[src/core/tpg_cfg.svh]
// Offsets, field positions, reset values, pattern words and timing counts of the test-pattern block.
`ifndef TPG_CFG_SVH
`define TPG_CFG_SVH

// ----------------------------------------------------------------------
// Register indexes: the byte address of each register is four times its index.
// ----------------------------------------------------------------------
`define TPG_IDX_TEST_MODE   6'h0D
`define TPG_IDX_FORMAT      6'h14
`define TPG_IDX_UP1_LOW     6'h19
`define TPG_IDX_UP1_HIGH    6'h1A
`define TPG_IDX_UP2_LOW     6'h1B
`define TPG_IDX_UP2_HIGH    6'h1C
`define TPG_IDX_FILTER      6'h2B
`define TPG_IDX_IMPEDANCE   6'h2C

// ----------------------------------------------------------------------
// Field positions and reset values.
// ----------------------------------------------------------------------
`define TPG_BIT_TWOS        0
`define TPG_BIT_TUNE        6
`define TPG_BIT_IMPEDANCE   0
`define TPG_RST_BYTE        8'h00
`define TPG_RST_MODE        4'h0

// ----------------------------------------------------------------------
// Fixed pattern words.
// ----------------------------------------------------------------------
`define TPG_W_MIDSCALE      12'h800
`define TPG_W_ONES          12'hFFF
`define TPG_W_ZEROS         12'h000
`define TPG_W_CHECK_A       12'hAAA
`define TPG_W_CHECK_B       12'h555
`define TPG_W_SYNC          12'h03F
`define TPG_W_ONE_BIT       12'h800
`define TPG_W_MIXED         12'hA33

// ----------------------------------------------------------------------
// Pseudo-noise seeds and timing counts.
// ----------------------------------------------------------------------
`define TPG_PN_LONG_SEED    23'h7FFFFF
`define TPG_PN_SHORT_SEED   9'h1FF
`define TPG_TUNE_CYCLES     1000

// ----------------------------------------------------------------------
// Bus answers.
// ----------------------------------------------------------------------
`define TPG_RESP_OKAY       2'h0
`define TPG_RESP_SLVERR     2'h2

`endif

[src/core/tpg_pkg.sv]
// Types shared by the test-pattern block: the mode enumeration and the state record.
package tpg_pkg;

	// Test-mode codes; the implicit encoding 0 to 12 is the selector code itself.
	typedef enum logic [3:0] {
		TM_OFF, TM_MIDSCALE, TM_FULL_POS, TM_FULL_NEG, TM_CHECKER, TM_PN_LONG,
		TM_PN_SHORT, TM_WORD_TOGGLE, TM_USER, TM_BIT_TOGGLE, TM_SYNC, TM_ONE_BIT,
		TM_MIXED
	} test_mode_t;

	// Every flip-flop of the block lives in this one record.
	typedef struct packed {
		logic        awready;    // Write address ready.
		logic        aw_full;    // A write address is held.
		logic [5:0]  aw_idx;     // Held register index.
		logic        wready;     // Write data ready.
		logic        w_full;     // Write data is held.
		logic [7:0]  w_byte;     // Held low byte of write data.
		logic        w_lane0;    // Byte lane 0 was enabled.
		logic        bvalid;     // Write response valid.
		logic [1:0]  bresp;      // Write response code.
		logic        arready;    // Read address ready.
		logic        rvalid;     // Read data valid.
		logic [31:0] rdata;      // Read data.
		logic [1:0]  rresp;      // Read response code.
		logic [3:0]  mode_reg;   // Selector code as written by software.
		logic [3:0]  mode_act;   // Selector code in force on the output.
		logic        twos;       // Twos complement output format.
		logic [7:0]  up1_low;    // User pattern one, low byte.
		logic [7:0]  up1_high;   // User pattern one, high byte.
		logic [7:0]  up2_low;    // User pattern two, low byte.
		logic [7:0]  up2_high;   // User pattern two, high byte.
		logic        tune_busy;  // Filter tuning in progress.
		logic [15:0] tune_cnt;   // Cycles spent tuning.
		logic        tune_start; // One-cycle tuning start pulse.
		logic        imp_high;   // High input impedance selected.
		logic        phase;      // Zero for word one, one for word two.
		logic [22:0] pn_long;    // Long pseudo-noise register.
		logic [8:0]  pn_short;   // Short pseudo-noise register.
		logic [11:0] out_data;   // Output sample word.
		logic        out_valid;  // Output sample strobe.
	} state_t;

endpackage : tpg_pkg

[src/core/adc_output_test_pattern_gen.sv]
// Output test-pattern generator for a 12-bit converter port, with its AXI4-Lite registers.
// What this block does
// - Code 0000 passes conversion results through.
// - Code 0001 drives midscale word.
// - Code 0010 drives positive full scale.
// - Code 0011 drives negative full scale.
// - Code 0100 alternates checkerboard words.
// - Code 0101 drives long pseudo-noise.
// - Code 0110 drives short pseudo-noise.
// - Code 0111 alternates all ones, zeros.
// - Code 1000 word one from pattern one.
// - User word two from pattern two.
// - Code 1001 drives alternating-bit word.
// - Code 1010 drives sync word.
// - Code 1011 drives only MSB set.
// - Code 1100 drives mixed word; above undefined.
// - Format applies only to listed patterns.
// - Tune bit starts tuning, clears itself.
// - Format bit selects offset or twos.
//
// Local design decision: the AXI4-Lite interface to the registers.
`timescale 1ns/1ps
`include "tpg_cfg.svh"

module adc_output_test_pattern_gen #(
	parameter int TUNE_CYCLES = `TPG_TUNE_CYCLES // Length of a filter tuning run.
) (
	input  wire logic        mclk,          // 25 MHz clock.
	input  wire logic        reset_n,       // Synchronous reset, active low.
	input  wire logic [7:0]  s_axi_awaddr,  // Write byte address.
	input  wire logic        s_axi_awvalid, // Write address valid.
	output logic             s_axi_awready, // Write address ready.
	input  wire logic [31:0] s_axi_wdata,   // Write data.
	input  wire logic [3:0]  s_axi_wstrb,   // Write byte lanes.
	input  wire logic        s_axi_wvalid,  // Write data valid.
	output logic             s_axi_wready,  // Write data ready.
	output logic [1:0]       s_axi_bresp,   // Write response.
	output logic             s_axi_bvalid,  // Write response valid.
	input  wire logic        s_axi_bready,  // Write response ready.
	input  wire logic [7:0]  s_axi_araddr,  // Read byte address.
	input  wire logic        s_axi_arvalid, // Read address valid.
	output logic             s_axi_arready, // Read address ready.
	output logic [31:0]      s_axi_rdata,   // Read data.
	output logic [1:0]       s_axi_rresp,   // Read response.
	output logic             s_axi_rvalid,  // Read data valid.
	input  wire logic        s_axi_rready,  // Read data ready.
	input  wire logic        sample_valid,  // One-cycle strobe per converter sample.
	input  wire logic [11:0] sample_data,   // Offset-binary conversion result.
	output logic [11:0]      out_data,      // Output word toward capture logic.
	output logic             out_valid,     // One-cycle strobe with each output word.
	output logic             tune_start,    // One-cycle pulse that starts filter tuning.
	output logic             tune_busy,     // High while filter tuning runs.
	output logic             imp_high       // High input impedance selected.
);

	// ----------------------------------------------------------------------
	// Constants and helper functions.
	// ----------------------------------------------------------------------
	localparam logic [15:0] TUNE_LAST = 16'(TUNE_CYCLES - 1); // Last tuning cycle.

	// Applies the output format: twos complement is offset binary with the MSB inverted.
	function automatic logic [11:0] fmt_word(input logic [11:0] w, input logic twos);
		fmt_word = twos ? {~w[11], w[10:0]} : w;
	endfunction : fmt_word

	// Answers whether a register index is mapped; shared by the read and write paths.
	function automatic logic is_mapped(input logic [5:0] idx);
		is_mapped = (idx == `TPG_IDX_TEST_MODE) || (idx == `TPG_IDX_FORMAT)
			|| (idx == `TPG_IDX_UP1_LOW) || (idx == `TPG_IDX_UP1_HIGH)
			|| (idx == `TPG_IDX_UP2_LOW) || (idx == `TPG_IDX_UP2_HIGH)
			|| (idx == `TPG_IDX_FILTER) || (idx == `TPG_IDX_IMPEDANCE);
	endfunction : is_mapped

	// Builds the 12-bit output word for a mode; user words keep the top 12 of 16 bits.
	function automatic logic [11:0] pattern(input tpg_pkg::state_t s, input logic [11:0] din);
		logic [11:0] w;
		w = din;
		case (tpg_pkg::test_mode_t'(s.mode_act))
			tpg_pkg::TM_MIDSCALE:    w = fmt_word(`TPG_W_MIDSCALE, s.twos);
			tpg_pkg::TM_FULL_POS:    w = fmt_word(`TPG_W_ONES, s.twos);
			tpg_pkg::TM_FULL_NEG:    w = fmt_word(`TPG_W_ZEROS, s.twos);
			tpg_pkg::TM_CHECKER:     w = s.phase ? `TPG_W_CHECK_B : `TPG_W_CHECK_A;
			tpg_pkg::TM_PN_LONG:     w = fmt_word(s.pn_long[22:11], s.twos);
			tpg_pkg::TM_PN_SHORT:    w = fmt_word({s.pn_short, s.pn_short[8:6]}, s.twos);
			tpg_pkg::TM_WORD_TOGGLE: w = s.phase ? `TPG_W_ZEROS : `TPG_W_ONES;
			tpg_pkg::TM_USER: begin
				// Word one from pattern one, word two from pattern two; no format applied.
				if (s.phase) begin
					w = {s.up2_high, s.up2_low[7:4]};
				end else begin
					w = {s.up1_high, s.up1_low[7:4]};
				end
			end
			tpg_pkg::TM_BIT_TOGGLE:  w = `TPG_W_CHECK_A;
			tpg_pkg::TM_SYNC:        w = `TPG_W_SYNC;
			tpg_pkg::TM_ONE_BIT:     w = `TPG_W_ONE_BIT;
			tpg_pkg::TM_MIXED:       w = `TPG_W_MIXED;
			// Off and the undefined codes above 1100 pass converted data, formatted.
			default:                 w = fmt_word(din, s.twos);
		endcase
		pattern = w;
	endfunction : pattern

	// ----------------------------------------------------------------------
	// State registers.
	// ----------------------------------------------------------------------
	tpg_pkg::state_t st_q; // Registered state.
	tpg_pkg::state_t st_d; // Next state.
	logic [5:0]      rd_idx; // Read register index.

	assign rd_idx = s_axi_araddr[7:2];

	// ----------------------------------------------------------------------
	// Next-state logic: bus slave, register effects and the output path.
	// ----------------------------------------------------------------------
	always_comb begin
		st_d = st_q;
		st_d.tune_start = 1'b0;
		st_d.out_valid  = 1'b0;

		// A taken write response frees the write path.
		if (st_q.bvalid && s_axi_bready) begin
			st_d.bvalid = 1'b0;
		end

		// Address and data both held: perform the write and raise the response.
		if (st_q.aw_full && st_q.w_full && !st_q.bvalid) begin
			st_d.aw_full = 1'b0;
			st_d.w_full  = 1'b0;
			st_d.bvalid  = 1'b1;
			st_d.bresp   = is_mapped(st_q.aw_idx) ? `TPG_RESP_OKAY : `TPG_RESP_SLVERR;
			// Only byte lane 0 carries register bits; a write without it changes nothing.
			if (st_q.w_lane0) begin
				if (st_q.aw_idx == `TPG_IDX_TEST_MODE) begin
					st_d.mode_reg = st_q.w_byte[3:0];
				end else if (st_q.aw_idx == `TPG_IDX_FORMAT) begin
					st_d.twos = st_q.w_byte[`TPG_BIT_TWOS];
				end else if (st_q.aw_idx == `TPG_IDX_UP1_LOW) begin
					st_d.up1_low = st_q.w_byte;
				end else if (st_q.aw_idx == `TPG_IDX_UP1_HIGH) begin
					st_d.up1_high = st_q.w_byte;
				end else if (st_q.aw_idx == `TPG_IDX_UP2_LOW) begin
					st_d.up2_low = st_q.w_byte;
				end else if (st_q.aw_idx == `TPG_IDX_UP2_HIGH) begin
					st_d.up2_high = st_q.w_byte;
				end else if (st_q.aw_idx == `TPG_IDX_FILTER) begin
					// A new start wins over completion in the same cycle and restarts the run.
					if (st_q.w_byte[`TPG_BIT_TUNE]) begin
						st_d.tune_busy  = 1'b1;
						st_d.tune_cnt   = 16'h0000;
						st_d.tune_start = 1'b1;
					end
				end else if (st_q.aw_idx == `TPG_IDX_IMPEDANCE) begin
					st_d.imp_high = st_q.w_byte[`TPG_BIT_IMPEDANCE];
				end
			end
		end

		// Take a write address and write data, each on its own handshake.
		if (s_axi_awvalid && st_q.awready) begin
			st_d.aw_full = 1'b1;
			st_d.aw_idx  = s_axi_awaddr[7:2];
		end
		if (s_axi_wvalid && st_q.wready) begin
			st_d.w_full  = 1'b1;
			st_d.w_byte  = s_axi_wdata[7:0];
			st_d.w_lane0 = s_axi_wstrb[0];
		end

		// Tuning runs a fixed count and then drops the bit by itself.
		if (st_q.tune_busy && !st_d.tune_start) begin
			if (st_q.tune_cnt == TUNE_LAST) begin
				st_d.tune_busy = 1'b0;
			end else begin
				st_d.tune_cnt = st_q.tune_cnt + 16'h0001;
			end
		end

		// Read path: one read at a time, answered the cycle after the address.
		if (st_q.rvalid && s_axi_rready) begin
			st_d.rvalid = 1'b0;
		end
		if (s_axi_arvalid && st_q.arready) begin
			st_d.rvalid = 1'b1;
			st_d.rresp  = is_mapped(rd_idx) ? `TPG_RESP_OKAY : `TPG_RESP_SLVERR;
			st_d.rdata  = 32'h00000000;
			if (rd_idx == `TPG_IDX_TEST_MODE) begin
				st_d.rdata[3:0] = st_q.mode_reg;
			end else if (rd_idx == `TPG_IDX_FORMAT) begin
				st_d.rdata[`TPG_BIT_TWOS] = st_q.twos;
			end else if (rd_idx == `TPG_IDX_UP1_LOW) begin
				st_d.rdata[7:0] = st_q.up1_low;
			end else if (rd_idx == `TPG_IDX_UP1_HIGH) begin
				st_d.rdata[7:0] = st_q.up1_high;
			end else if (rd_idx == `TPG_IDX_UP2_LOW) begin
				st_d.rdata[7:0] = st_q.up2_low;
			end else if (rd_idx == `TPG_IDX_UP2_HIGH) begin
				st_d.rdata[7:0] = st_q.up2_high;
			end else if (rd_idx == `TPG_IDX_FILTER) begin
				st_d.rdata[`TPG_BIT_TUNE] = st_q.tune_busy;
			end else if (rd_idx == `TPG_IDX_IMPEDANCE) begin
				st_d.rdata[`TPG_BIT_IMPEDANCE] = st_q.imp_high;
			end
		end

		// Output path: each sample strobe emits one word and advances the sequences.
		if (sample_valid) begin
			st_d.out_valid = 1'b1;
			if (st_q.mode_reg != st_q.mode_act) begin
				// A new code switches on this sample, restarting at word one and the seed.
				st_d.mode_act = st_q.mode_reg;
				st_d.phase    = 1'b0;
				st_d.pn_long  = `TPG_PN_LONG_SEED;
				st_d.pn_short = `TPG_PN_SHORT_SEED;
				st_d.out_data = pattern(st_d, sample_data);
				st_d.phase    = 1'b1;
			end else begin
				st_d.out_data = pattern(st_q, sample_data);
				st_d.phase    = ~st_q.phase;
			end
			// Long sequence x^23+x^18+1, short sequence x^9+x^5+1, one step per sample.
			st_d.pn_long  = {st_d.pn_long[21:0], st_d.pn_long[22] ^ st_d.pn_long[17]};
			st_d.pn_short = {st_d.pn_short[7:0], st_d.pn_short[8] ^ st_d.pn_short[4]};
		end

		// Ready flags follow what is held, so each handshake waits for room.
		st_d.awready = !st_d.aw_full && !st_d.bvalid;
		st_d.wready  = !st_d.w_full && !st_d.bvalid;
		st_d.arready = !st_d.rvalid;
	end

	// ----------------------------------------------------------------------
	// State register with synchronous reset; every register resets to zero except the two noise registers, which load their seeds.
	// ----------------------------------------------------------------------
	always_ff @(posedge mclk) begin
		if (!reset_n) begin
			st_q          <= '0;
			st_q.mode_reg <= `TPG_RST_MODE;
			st_q.mode_act <= `TPG_RST_MODE;
			st_q.up2_low  <= `TPG_RST_BYTE;
			st_q.up2_high <= `TPG_RST_BYTE;
			st_q.pn_long  <= `TPG_PN_LONG_SEED;
			st_q.pn_short <= `TPG_PN_SHORT_SEED;
		end else begin
			st_q <= st_d;
		end
	end

	// ----------------------------------------------------------------------
	// Outputs, each taken straight from the state register.
	// ----------------------------------------------------------------------
	assign s_axi_awready = st_q.awready;
	assign s_axi_wready  = st_q.wready;
	assign s_axi_bvalid  = st_q.bvalid;
	assign s_axi_bresp   = st_q.bresp;
	assign s_axi_arready = st_q.arready;
	assign s_axi_rvalid  = st_q.rvalid;
	assign s_axi_rdata   = st_q.rdata;
	assign s_axi_rresp   = st_q.rresp;
	assign out_data      = st_q.out_data;
	assign out_valid     = st_q.out_valid;
	assign tune_start    = st_q.tune_start;
	assign tune_busy     = st_q.tune_busy;
	assign imp_high      = st_q.imp_high;
endmodule : adc_output_test_pattern_gen

[config.mk]
export PLATFORM = sky130hd
export DESIGN_NAME = adc_output_test_pattern_gen
export DESIGN_NICKNAME = d
export VERILOG_FILES = /design/src/core/tpg_pkg.sv /design/src/core/adc_output_test_pattern_gen.sv
export VERILOG_INCLUDE_DIRS = /design/src /design/src/core
export SDC_FILE = /design/constraint.sdc
export NUM_CORES = 1
export LEC_CHECK = 0
export BUFFER_PORTS_ARGS = -buffer_cell sky130_fd_sc_hd__buf_2
export CAP_MARGIN = 20
export CORE_UTILIZATION = 36
export CTS_CLUSTER_SIZE = 10
export DETAILED_ROUTE_END_ITERATION = 16
export GPL_ROUTABILITY_DRIVEN = 0
export PLACE_DENSITY = 0.61
export SYNTH_ARGS = -nofsm -noshare
export SYNTH_HDL_FRONTEND = slang
export SYNTH_SLANG_ARGS = --single-unit
[constraint.sdc]
create_clock -name mclk -period 2.02 [get_ports mclk]
set_input_delay 0.101 -clock mclk [delete_from_list [all_inputs] [get_ports mclk]]
set_output_delay 0.101 -clock mclk [all_outputs]
set_load 0.05 [all_outputs]
==> results.md, run 1 <==
- Status: completed
- Effective utilization at floorplan: 36.9%
- DRT Pass-1 Iters: 6
- Amount of wire on met2 after detailed routing: 8970 µm
- Seq cells post-synth: 138
- Cell type with the highest aggregate area in the netlist: sky130_fd_sc_hd__dfxtp_1
- First-pass GRT wire length: 33300 µm
- Highest metal layer with signal wires: met4
- Vias/cell: 5.35
- Max-slew violation count: 0
- Maximum number of pins on one net before global-route repair: 72
- Met3 WL post-DR: 1060 µm
- Worst-margin pin slew: 0.557 ns
- Clock latency of the later-clocked register in the worst-skew pair: 0.43 ns
- Worst vdd ir: 0.514 mV
- Number of buffers inserted by port buffering: 71
- Width of the chip: 146 µm
- RSZ-0062 raised after global routing: no
- Post-detailed-route DRC marker count: 0
- Synth Flop Type: sky130_fd_sc_hd__dfxtp_1
- WS Path Type: reg2reg
- Source of the worst register-to-register timing path: st_q[59]
- CTS H-tree lvls: 4
- P&R area growth vs syn: 20.6%
- Clock slew at the register clock pins of the worst setup and hold paths: 0.06 ns
- Sequential cell area fraction in the yosys report: 36.8%
- Period utilisation layout: 95.7%
- Die H: 146 µm
- Power Density: 761 nW/µm²
- Die Outline Area: 21400 µm²
- Max Clock Skew: 0.0120 ns
- Total Routed Length: 20500 µm
- Worst-case setup slack after placement: 0.103 ns
- IO Pins: 129
- Final non-filler cell total: 1275
- Most frequent standard cell in the layout excluding fill and tap cells: sky130_fd_sc_hd__dfxtp_1
- Number of clock sinks: 138
- Overflow after GRT: 0
- CTS Root Cell: sky130_fd_sc_hd__clkbuf_16
- Most flops, register: st_q
- Series of cell instances along the critical path: or4_4 > o41ai_4 > buf_4 > nor4_2 > a211oi_1 > nand2b_1
- Hold path startpoint: s_axi_awvalid
- Number of enable flip-flop cells after synthesis: 0
- Std-Cell Rows: 52
- Crit path arrival time: 2.31 ns
- Setup WS post-layout: 0.0873 ns
- Number of distinct library cells after synthesis: 73
- Total vias in the final route: 6819
- Post-route core utilization: 44.5%
- # fillers: 2014
- Pwr Total: 6.89 mW
- Post-synthesis cell count: 910
- Worst min-delay path class: in2reg
- Longest individual stage delay on the worst path: 0.53 ns
- Final-layout setup total negative slack: 0 ns
- Slowest CP cell: sky130_fd_sc_hd__or4_4
- Count of yosys warnings during synthesis: 0
- Leading cell types in the layout, fill and taps excluded: sky130_fd_sc_hd__dfxtp_1 (135), sky130_fd_sc_hd__nand2_1 (102), sky130_fd_sc_hd__mux2i_1 (75)
- Share of async-settable or async-resettable flops after synthesis: 0%
- Cells taking the most area after synthesis: sky130_fd_sc_hd__dfxtp_1 (37%), sky130_fd_sc_hd__mux2i_1 (10%), sky130_fd_sc_hd__nand2_1 (5.1%)
- Leakage power: 3.70 nW
- Max FFs per register: 107
- Proportion of layout cells with a drive suffix above 1: 19.2%
- Final setup vio count: 0
- Post-layout nets: 1065
- Worst-path fanout max: 6
- Relative slew slack: 62.4%
- Worst setup path startpoint: st_q[59]
- Detailed placement HPWL: 15200 µm
- Area of the mapped netlist: 7510 µm²
- Starting DRT DRC Count: 458
- Count of final hold-check violations: 0
- Number of nets still failing antenna checks after routing: 0
- Clock buffer count from CTS: 17
- Max Clk Rate: 517 MHz
- Instance count after placement with tap cells included: 1221
- GRT Total Usage: 19.6%
- Critical path buffer and inverter count: 1
- Average footprint of a synthesized cell: 8.25 µm²
- Required time at the endpoint of the critical path: 2.40 ns
- Final min period: 1.93 ns
- Mean routed wirelength per cell: 16.1 µm
- Maximum number of buffers from clock root to sink: 2
- Wire length the detailed router placed on met1: 10100 µm
- Family of cells with the greatest summed delay on the critical path: simple AND/OR/NAND/NOR gates
- Core outline area: 20400 µm²
- Worst setup EP type: register
- N_diodes: 0
- Fraction of post-synthesis cell area in the top cell type by area: 36.8%
- Clock tree from TritonCTS: built
- Reported max-cap violation count: 0
- Initial antenna violation count: 0
- Vias in the first global route: 6235
- Category of the worst setup path launch point: register
==> synth_stat cells (12+ instances only) <==
| cell type | number |
|---|---|
| sky130_fd_sc_hd__mux2i_1 | 75 |
| sky130_fd_sc_hd__nor2_1 | 70 |
| sky130_fd_sc_hd__nand4_1 | 12 |
| sky130_fd_sc_hd__inv_1 | 15 |
| sky130_fd_sc_hd__nand2_1 | 102 |
| sky130_fd_sc_hd__clkbuf_1 | 63 |
| sky130_fd_sc_hd__dfxtp_1 | 138 |
| sky130_fd_sc_hd__o221ai_1 | 13 |
| sky130_fd_sc_hd__a21oi_1 | 58 |
| sky130_fd_sc_hd__nand2b_1 | 15 |
| sky130_fd_sc_hd__nand3_1 | 32 |
| sky130_fd_sc_hd__buf_4 | 48 |
| sky130_fd_sc_hd__nor2b_1 | 17 |
| sky130_fd_sc_hd__a22oi_1 | 12 |
| sky130_fd_sc_hd__o21ai_0 | 43 |
| sky130_fd_sc_hd__xnor2_1 | 20 |
| sky130_fd_sc_hd__nor3_1 | 15 |
==> cell type report <==
type                    instances  area (µm²)  area share [%]
multi-input cells             663        4160            45.9
flip-flops and latches        138        2770            30.6
repair buffers                156        1100            12.1
clock buffers                  18         439            4.85
well taps                     270         338            3.73
clock inverters                14         195            2.16
inverters                      16        60.1           0.663
==> worst paths after layout <==
path,slack (ns),to,depth (start not counted)
min,0.004,st_q[159],3
max reg2reg,0.09,st_q[63],6
min reg2reg,0.45,s_axi_rdata[5],2
max,0.09,st_q[63],6
==> metal layers <==
| metal | track usage (%) | vias up |
|---|---|---|
| met5 | 0 | - |
| met4 | 7.14 | 0 |
| met3 | 3.72 | 27 |
| met2 | 29.2 | 211 |
| met1 | 27.9 | 3220 |
| li1 | - | 3361 |
==> power breakdown <==
part	internal, mW	switching, mW	total [mW]
combinational	0.223	0.472	0.696
clock	2.10	1.25	3.36
sequential	2.78	0.0541	2.84
total	5.11	1.78	6.89
==> tightest hold or removal path, stage by stage <==
cell                      delay [ns]
sky130_fd_sc_hd__buf_2          0.13
sky130_fd_sc_hd__nand3_1        0.08
sky130_fd_sc_hd__a21oi_1        0.06
==> logic make-up after synthesis <==
logic type | share of synthesized area (%)
and+or+nand+nor | 21.0
AOI/OAI and AO/OA | 19.4
DFF | 36.8
buffers and inverters | 9.25
muxes | 10.6
xor gates and xnor gates | 2.80
adders and majority gates | 0.167
other | 0.0499
==> what timing repair did <==
item                                    4_1_cts  5_1_grt
endpoints found under the setup margin        0        4
hold buffers                                 22        0
buffers inserted                              0        0
hold endpoints to repair                     18        0
gates resized for setup                       0        4
==> per-stage QoR <==
step                      hold slack [ns]  instance area [µm²]
after floorplan                     0.237                 7610
after global placement              0.349                 8190
after detailed placement            0.355                 8190
after CTS                         0.00202                 9050
after global routing              0.00242                 9050
final                             0.00376                 9050
(Power assumes the default switching activity.)
==> run 2: changes to the inputs <==
- CELL_PAD_IN_SITES_DETAIL_PLACEMENT: not set -> 2
- CELL_PAD_IN_SITES_GLOBAL_PLACEMENT: not set -> 2
- CORE_UTILIZATION: 36 -> 30
- MAX_ROUTING_LAYER: not set -> met4
- PLACE_DENSITY: 0.61 -> 0.8
==> run 2 against run 1 <==
  * Die area increased by 20%
  * Via count increased by 6.7%
  * Wire length increased by 37%
  * Sequential cell count unchanged
  * Highest routed layer unchanged
==> results.md, run 2 (synthesis gave the netlist of run 1 again) <==
- Power Density: 737 nW/µm² (-3.1%)
- Most frequent standard cell in the layout excluding fill and tap cells: sky130_fd_sc_hd__dfxtp_1
- DRT Pass-1 Iters: 5 (-1)
- Sw Pwr: 1.89 mW (+6.4%)
- Worst vdd ir: 0.410 mV (-20%)
- Category of the worst setup path launch point: register
- Leakage power: 3.75 nW (+1.3%)
- Required time at the endpoint of the critical path: 2.35 ns (-0.05 ns)
- Post-detailed-route DRC marker count: 0 (unchanged)
- Maximum number of pins on one net before global-route repair: 33 (-54%)
- Area taken by flip-flops and latches: 2770 µm² (unchanged)
- Final min period: 1.95 ns (+0.0168 ns)
- Relative slew slack: 59.8% (-2.6 points)
- Vias in the first global route: 7803 (+25%)
- Most flops, register: st_q
- Clock power frac: 47.2% (-1.5 points)
- Effective utilization at floorplan: 30.7% (-6.2 points)
- Clock latency of the later-clocked register in the worst-skew pair: 0.44 ns (about the same)
- Mean routed wirelength per cell: 20.9 µm (+30%)
- # fillers: 2761 (+37%)
- Width of the chip: 160 µm (+9.4%)
- Cell internal pwr: 4.87 mW (-4.6%)
- Count of final hold-check violations: 0 (unchanged)
- Vias/cell: 5.41 (+1.2%)
- Final hold slack: 0.00119 ns (-0.00257 ns)
- Starting DRT DRC Count: 381 (-17%)
- Initial antenna violation count: 0 (unchanged)
- Crit path arrival time: 2.28 ns (-0.03 ns)
- Total Routed Length: 28100 µm (+37%)
- Net switching fraction of the power: 28.0% (+2.1 points)
- Post-layout nets: 1080 (+1.4%)
- Die Outline Area: 25700 µm² (+20%)
- Worst-margin pin slew: 0.593 ns (+0.0363 ns)
- Reg power frac: 41.9% (+0.7 points)
- Max-slew violation count: 0 (unchanged)
- Maximum number of buffers from clock root to sink: 2 (unchanged)
- Die H: 160 µm (+9.4%)
- IO Pins: 129 (unchanged)
- Share of total power in combinational logic: 10.9% (+0.8 points)
- CTS H-tree lvls: 4 (unchanged)
- Status: completed
- Detailed placement HPWL: 20100 µm (+33%)
- Number of nets still failing antenna checks after routing: 0 (unchanged)
- Worst setup EP type: register
- N_diodes: 0 (unchanged)
- RSZ-0062 raised after global routing: yes
- First-pass GRT wire length: 44400 µm (+33%)
- Pwr Total: 6.76 mW (-1.8%)
- Area of placed instances: 8350 µm² (+2.0%)
- Proportion of layout cells with a drive suffix above 1: 20.8% (+1.6 points)
- Total vias in the final route: 7277 (+6.7%)
- Max FFs per register: 107 (unchanged)
- Clock tree from TritonCTS: built
- Multi-input gate area: 4170 µm² (+0.36%)
- Core outline area: 24500 µm² (+20%)
- WS Path Type: reg2reg
- GRT Total Usage: 22.9% (+3.3 points)
- Leading cell types in the layout, fill and taps excluded: sky130_fd_sc_hd__dfxtp_1 (135), sky130_fd_sc_hd__nand2_1 (102), sky130_fd_sc_hd__buf_4 (77)
- Std-Cell Rows: 57 (+9.6%)
- Max Clock Skew: 0.0114 ns (-0.000558 ns)
- Reported max-cap violation count: 0 (unchanged)
- CTS Root Cell: sky130_fd_sc_hd__clkbuf_16
- Clock buffer count from CTS: 17 (unchanged)
- Period utilisation layout: 96.5% (+0.83 points)
- Final design instance area without fill: 9180 µm² (+1.3%)
- Final setup vio count: 0 (unchanged)
- Worst min-delay path class: in2reg
- Post-CTS setup-driven buffer insertion count: 0 (unchanged)
- Overflow after GRT: 0 (unchanged)
- Worst-path fanout max: 10 (+4)
- Max Clk Rate: 513 MHz (-0.86%)
- Clock slew at the register clock pins of the worst setup and hold paths: 0.07 ns (about the same)
- Number of clock sinks: 138 (unchanged)
- Number of buffers inserted by port buffering: 71 (unchanged)
- P&R area growth vs syn: 22.2%
## run 2: cell types whose count changed in the layout (fill, tap and decap cells not counted), moves of 2 or more
cell / change
sky130_fd_sc_hd__clkinv_4: +2
sky130_fd_sc_hd__mux2i_1: -2
sky130_fd_sc_hd__buf_4: +18
sky130_fd_sc_hd__mux2i_2: +2
sky130_fd_sc_hd__bufinv_16: -2
sky130_fd_sc_hd__buf_12: -2
sky130_fd_sc_hd__clkinvlp_4: -3
## run 2: worst max-delay path, cell delays in order, from the launching register on
cell                      delay [ns]
sky130_fd_sc_hd__dfxtp_1        0.33
sky130_fd_sc_hd__or4_4          0.55
sky130_fd_sc_hd__o41ai_4        0.40
sky130_fd_sc_hd__buf_4          0.25
sky130_fd_sc_hd__nor4_1         0.08
sky130_fd_sc_hd__xnor2_1        0.16
sky130_fd_sc_hd__nor2_1         0.05
## run 2: power groups by stage
| stage | clock [mW] | combinational, mW | sequential, mW |
|---|---|---|---|
| 2_1_floorplan | 0 | 0.532 | 2.90 |
| 3_3_place_gp | 0 | 0.684 | 2.89 |
| 3_5_place_dp | 0 | 0.695 | 2.90 |
| 4_1_cts | 3.24 | 0.735 | 2.84 |
| 5_1_grt | 3.34 | 0.786 | 2.84 |
| 6_report | 3.19 | 0.734 | 2.84 |
## run 2: per-stage QoR
step                      instances  worst slack, ns  setup TNS (ns)  utilization (%)
final                          1344           0.0705               0             37.5
after floorplan                 935           0.0677               0                -
after CTS                      1344          0.00350               0             37.4
after detailed placement       1291           0.0410               0             34.2
after global routing           1344          -0.0174         -0.0940             37.5
after global placement         1291            0.150               0             34.2
## run 2: timing repair
action	in CTS	in global routing
setup endpoints to repair	1	14
gates resized for setup	1	8
pin swaps	0	0
hold endpoints to repair	18	0
hold buffers	21	0
## run 2: cell type report
| cell class | count | share of cell area, % |
|---|---|---|
| Inverter | 16 | 0.655 |
| Tap cell | 324 | 4.42 |
| Multi-Input combinational cell | 663 | 45.5 |
| Clock buffer | 19 | 4.83 |
| Sequential cell | 138 | 30.2 |
| Timing Repair Buffer | 171 | 12.9 |
| Clock inverter | 13 | 1.57 |
## run 2: final timing paths
kind / from / endpoint / slack (ns) / cells past startpoint
max: st_q[63] / st_q[60] / 0.07 / 6
min reg2reg: s_axi_rresp[1] / s_axi_rresp[1] / 0.45 / 2
min: s_axi_rready / s_axi_rvalid / 0.001 / 3
max reg2reg: st_q[63] / st_q[60] / 0.07 / 6
## run 2: routing by layer
layer  share of wire, %  GRT usage (%)
met1                 45           28.4
met2                 48           37.1
met3                4.2           3.64
met4                2.9           8.87
met5                  0              -
==> run 3: changes to the inputs <==
- BUFFER_PORTS_ARGS: -buffer_cell sky130_fd_sc_hd__buf_2 -> -buffer_cell sky130_fd_sc_hd__buf_4
==> run 3 against run 2 <==
  * Wire length increased by 2.8%
  * Hold slack improved by 0.014 ns
  * Cell count decreased by 0.45%
  * Core utilization increased by 0.75 points
  * Via count increased by 0.37%
  * Power increased by 3.2%
  * Register-to-register slack about the same
  * Worst setup slack improved by 0.0010 ns
  * Clock skew decreased by 0.00083 ns
  * Critical endpoint is now st_q[63]
==> results.md, run 3 (synthesis gave the netlist of run 1 again) <==
- IO Pins: 129 (unchanged)
- Post-layout nets: 1074 (-0.56%)
- Max-slew violation count: 0 (unchanged)
- Detailed placement HPWL: 19500 µm (-3.1%)
- Total Routed Length: 28900 µm (+2.8%)
- Clock buffer count from CTS: 17 (unchanged)
- CTS H-tree lvls: 4 (unchanged)
- Final setup vio count: 0 (unchanged)
- Width of the chip: 160 µm (unchanged)
- Worst min-delay path class: in2reg
- Final hold slack: 0.0155 ns (+0.0143 ns)
- Leading cell types in the layout, fill and taps excluded: sky130_fd_sc_hd__buf_4 (140), sky130_fd_sc_hd__dfxtp_1 (132), sky130_fd_sc_hd__nand2_1 (102)
- Post-detailed-route DRC marker count: 0 (unchanged)
- Maximum number of pins on one net before global-route repair: 34 (+3.0%)
- CTS Root Cell: sky130_fd_sc_hd__clkbuf_16
- GRT Total Usage: 23.4% (+0.57 points)
- Setup WS post-layout: 0.0715 ns (+0.00102 ns)
- Most frequent standard cell in the layout excluding fill and tap cells: sky130_fd_sc_hd__buf_4
- WS Path Type: reg2reg
- Die Outline Area: 25700 µm² (unchanged)
- First-pass GRT wire length: 45100 µm (+1.8%)
- Effective utilization at floorplan: 30.7% (unchanged)
- Count of final hold-check violations: 0 (unchanged)
- Max FFs per register: 107 (unchanged)
- N_diodes: 0 (unchanged)
- P&R area growth vs syn: 24.6%
- Status: completed
- Max Clock Skew: 0.0106 ns (-0.000826 ns)
- RSZ-0062 raised after global routing: yes
- Final min period: 1.95 ns (-0.00102 ns)
- Crit path arrival time: 2.33 ns (+0.05 ns)
- Std-Cell Rows: 57 (unchanged)
- Mean routed wirelength per cell: 21.6 µm (+3.3%)
- Die H: 160 µm (unchanged)
- Final design instance area without fill: 9360 µm² (+2.0%)
- Number of buffers inserted by port buffering: 71 (unchanged)
- Vias in the first global route: 7823 (+0.26%)
- Clock slew at the register clock pins of the worst setup and hold paths: 0.07 ns (about the same)
- Reported max-cap violation count: 0 (unchanged)
- Relative slew slack: 54.0% (-5.8 points)
- Required time at the endpoint of the critical path: 2.40 ns (+0.05 ns)
- Proportion of layout cells with a drive suffix above 1: 20.6% (-0.17 points)
- Initial antenna violation count: 0 (unchanged)
- Maximum number of buffers from clock root to sink: 2 (unchanged)
- Total vias in the final route: 7304 (+0.37%)
- Area of placed instances: 8480 µm² (+1.6%)
- Leakage power: 3.79 nW (+1.0%)
- Power Density: 746 nW/µm² (+1.2%)
- Period utilisation layout: 96.5% (about the same)
- Worst-path fanout max: 9 (-1)
- DRT Pass-1 Iters: 5 (unchanged)
- Vias/cell: 5.46 (+0.82%)
- Number of clock sinks: 138 (unchanged)
- Clock latency of the later-clocked register in the worst-skew pair: 0.44 ns (about the same)
- Worst-case setup slack after placement: 0.00888 ns (-0.0321 ns)
- Worst-margin pin slew: 0.679 ns (+0.0858 ns)
- Overflow after GRT: 0 (unchanged)
- Starting DRT DRC Count: 468 (+23%)
- Most flops, register: st_q
- Core outline area: 24500 µm² (unchanged)
- Max Clk Rate: 513 MHz (about the same)
- Worst vdd ir: 0.440 mV (+7.2%)
- Number of nets still failing antenna checks after routing: 0 (unchanged)
- Clock tree from TritonCTS: built
- Category of the worst setup path launch point: register
- Worst setup EP type: register
==> run 3: cell types whose count changed in the layout (fill, tap and decap cells not counted), sizes merged <==
cell,previous run,this run
buf,150,144
inv,19,17
bufinv,2,3
clkinvlp,1,2
==> run 3: layer usage <==
metal	track usage (%)	vias to the layer above	share of wire [%]
met3	3.04	56	3.7
met4	8.48	0	2.7
met2	38.2	194	48
met1	29.5	3692	46
li1	-	3362	-
met5	-	-	0
==> run 3: final cells by class <==
cell class              count  area (µm²)
fillers                  2719       15100
multi-input cells         663        4170
flip-flops and latches    138        2770
repair buffers            165        1330
clock buffers              19         453
well taps                 324         405
clock inverters            13         168
inverters                  16        60.1
==> run 3: stage by stage <==
stage / std cells / util [%] / TNS, ns / power [mW]
finish: 1338 / 38.3 / 0 / 6.98
global route: 1338 / 38.3 / -0.0264 / 7.18
CTS: 1336 / 38.1 / 0 / 7.00
detailed placement: 1283 / 34.7 / 0 / 3.63
global placement: 1283 / 34.7 / 0 / 3.62
floorplan: 935 / - / 0 / 3.43
==> run 3: path summary, 6_finish.rpt <==
| path | from | to | slack [ns] | cells after the start |
|---|---|---|---|---|
| setup / recovery | st_q[51] | st_q[63] | 0.07 | 6 |
| hold / removal | s_axi_awvalid | st_q[161] | 0.02 | 3 |
| setup reg to reg | st_q[51] | st_q[63] | 0.07 | 6 |
| hold reg to reg | s_axi_rresp[1] | s_axi_rresp[1] | 0.46 | 2 |
==> run 3: repair_timing <==
action                                  in CTS  in global routing
buffers inserted                             0                  2
gates resized for setup                      3                 10
pin swaps                                    0                  1
endpoints found under the hold margin       17                  0
endpoints found under the setup margin       4                 13
hold buffers                                21                  0
==> run 3: power breakdown <==
part / switching [mW] / leakage, nW / internal, mW / total, mW
Sequential: 0.0629 / 1.12 / 2.78 / 2.84
Combinational: 0.511 / 2.37 / 0.264 / 0.775
Clock: 1.35 / 0.300 / 2.02 / 3.36
Total: 1.92 / 3.79 / 5.06 / 6.98
==> run 3: worst max-delay path: stages, from the launching register on <==
cell and delay, ns:
sky130_fd_sc_hd__dfxtp_2 0.32, sky130_fd_sc_hd__or4_4 0.55, sky130_fd_sc_hd__o41ai_4 0.41, sky130_fd_sc_hd__buf_6 0.19, sky130_fd_sc_hd__nor4_2 0.06, sky130_fd_sc_hd__a211oi_1 0.22
sky130_fd_sc_hd__nand2b_1 0.13
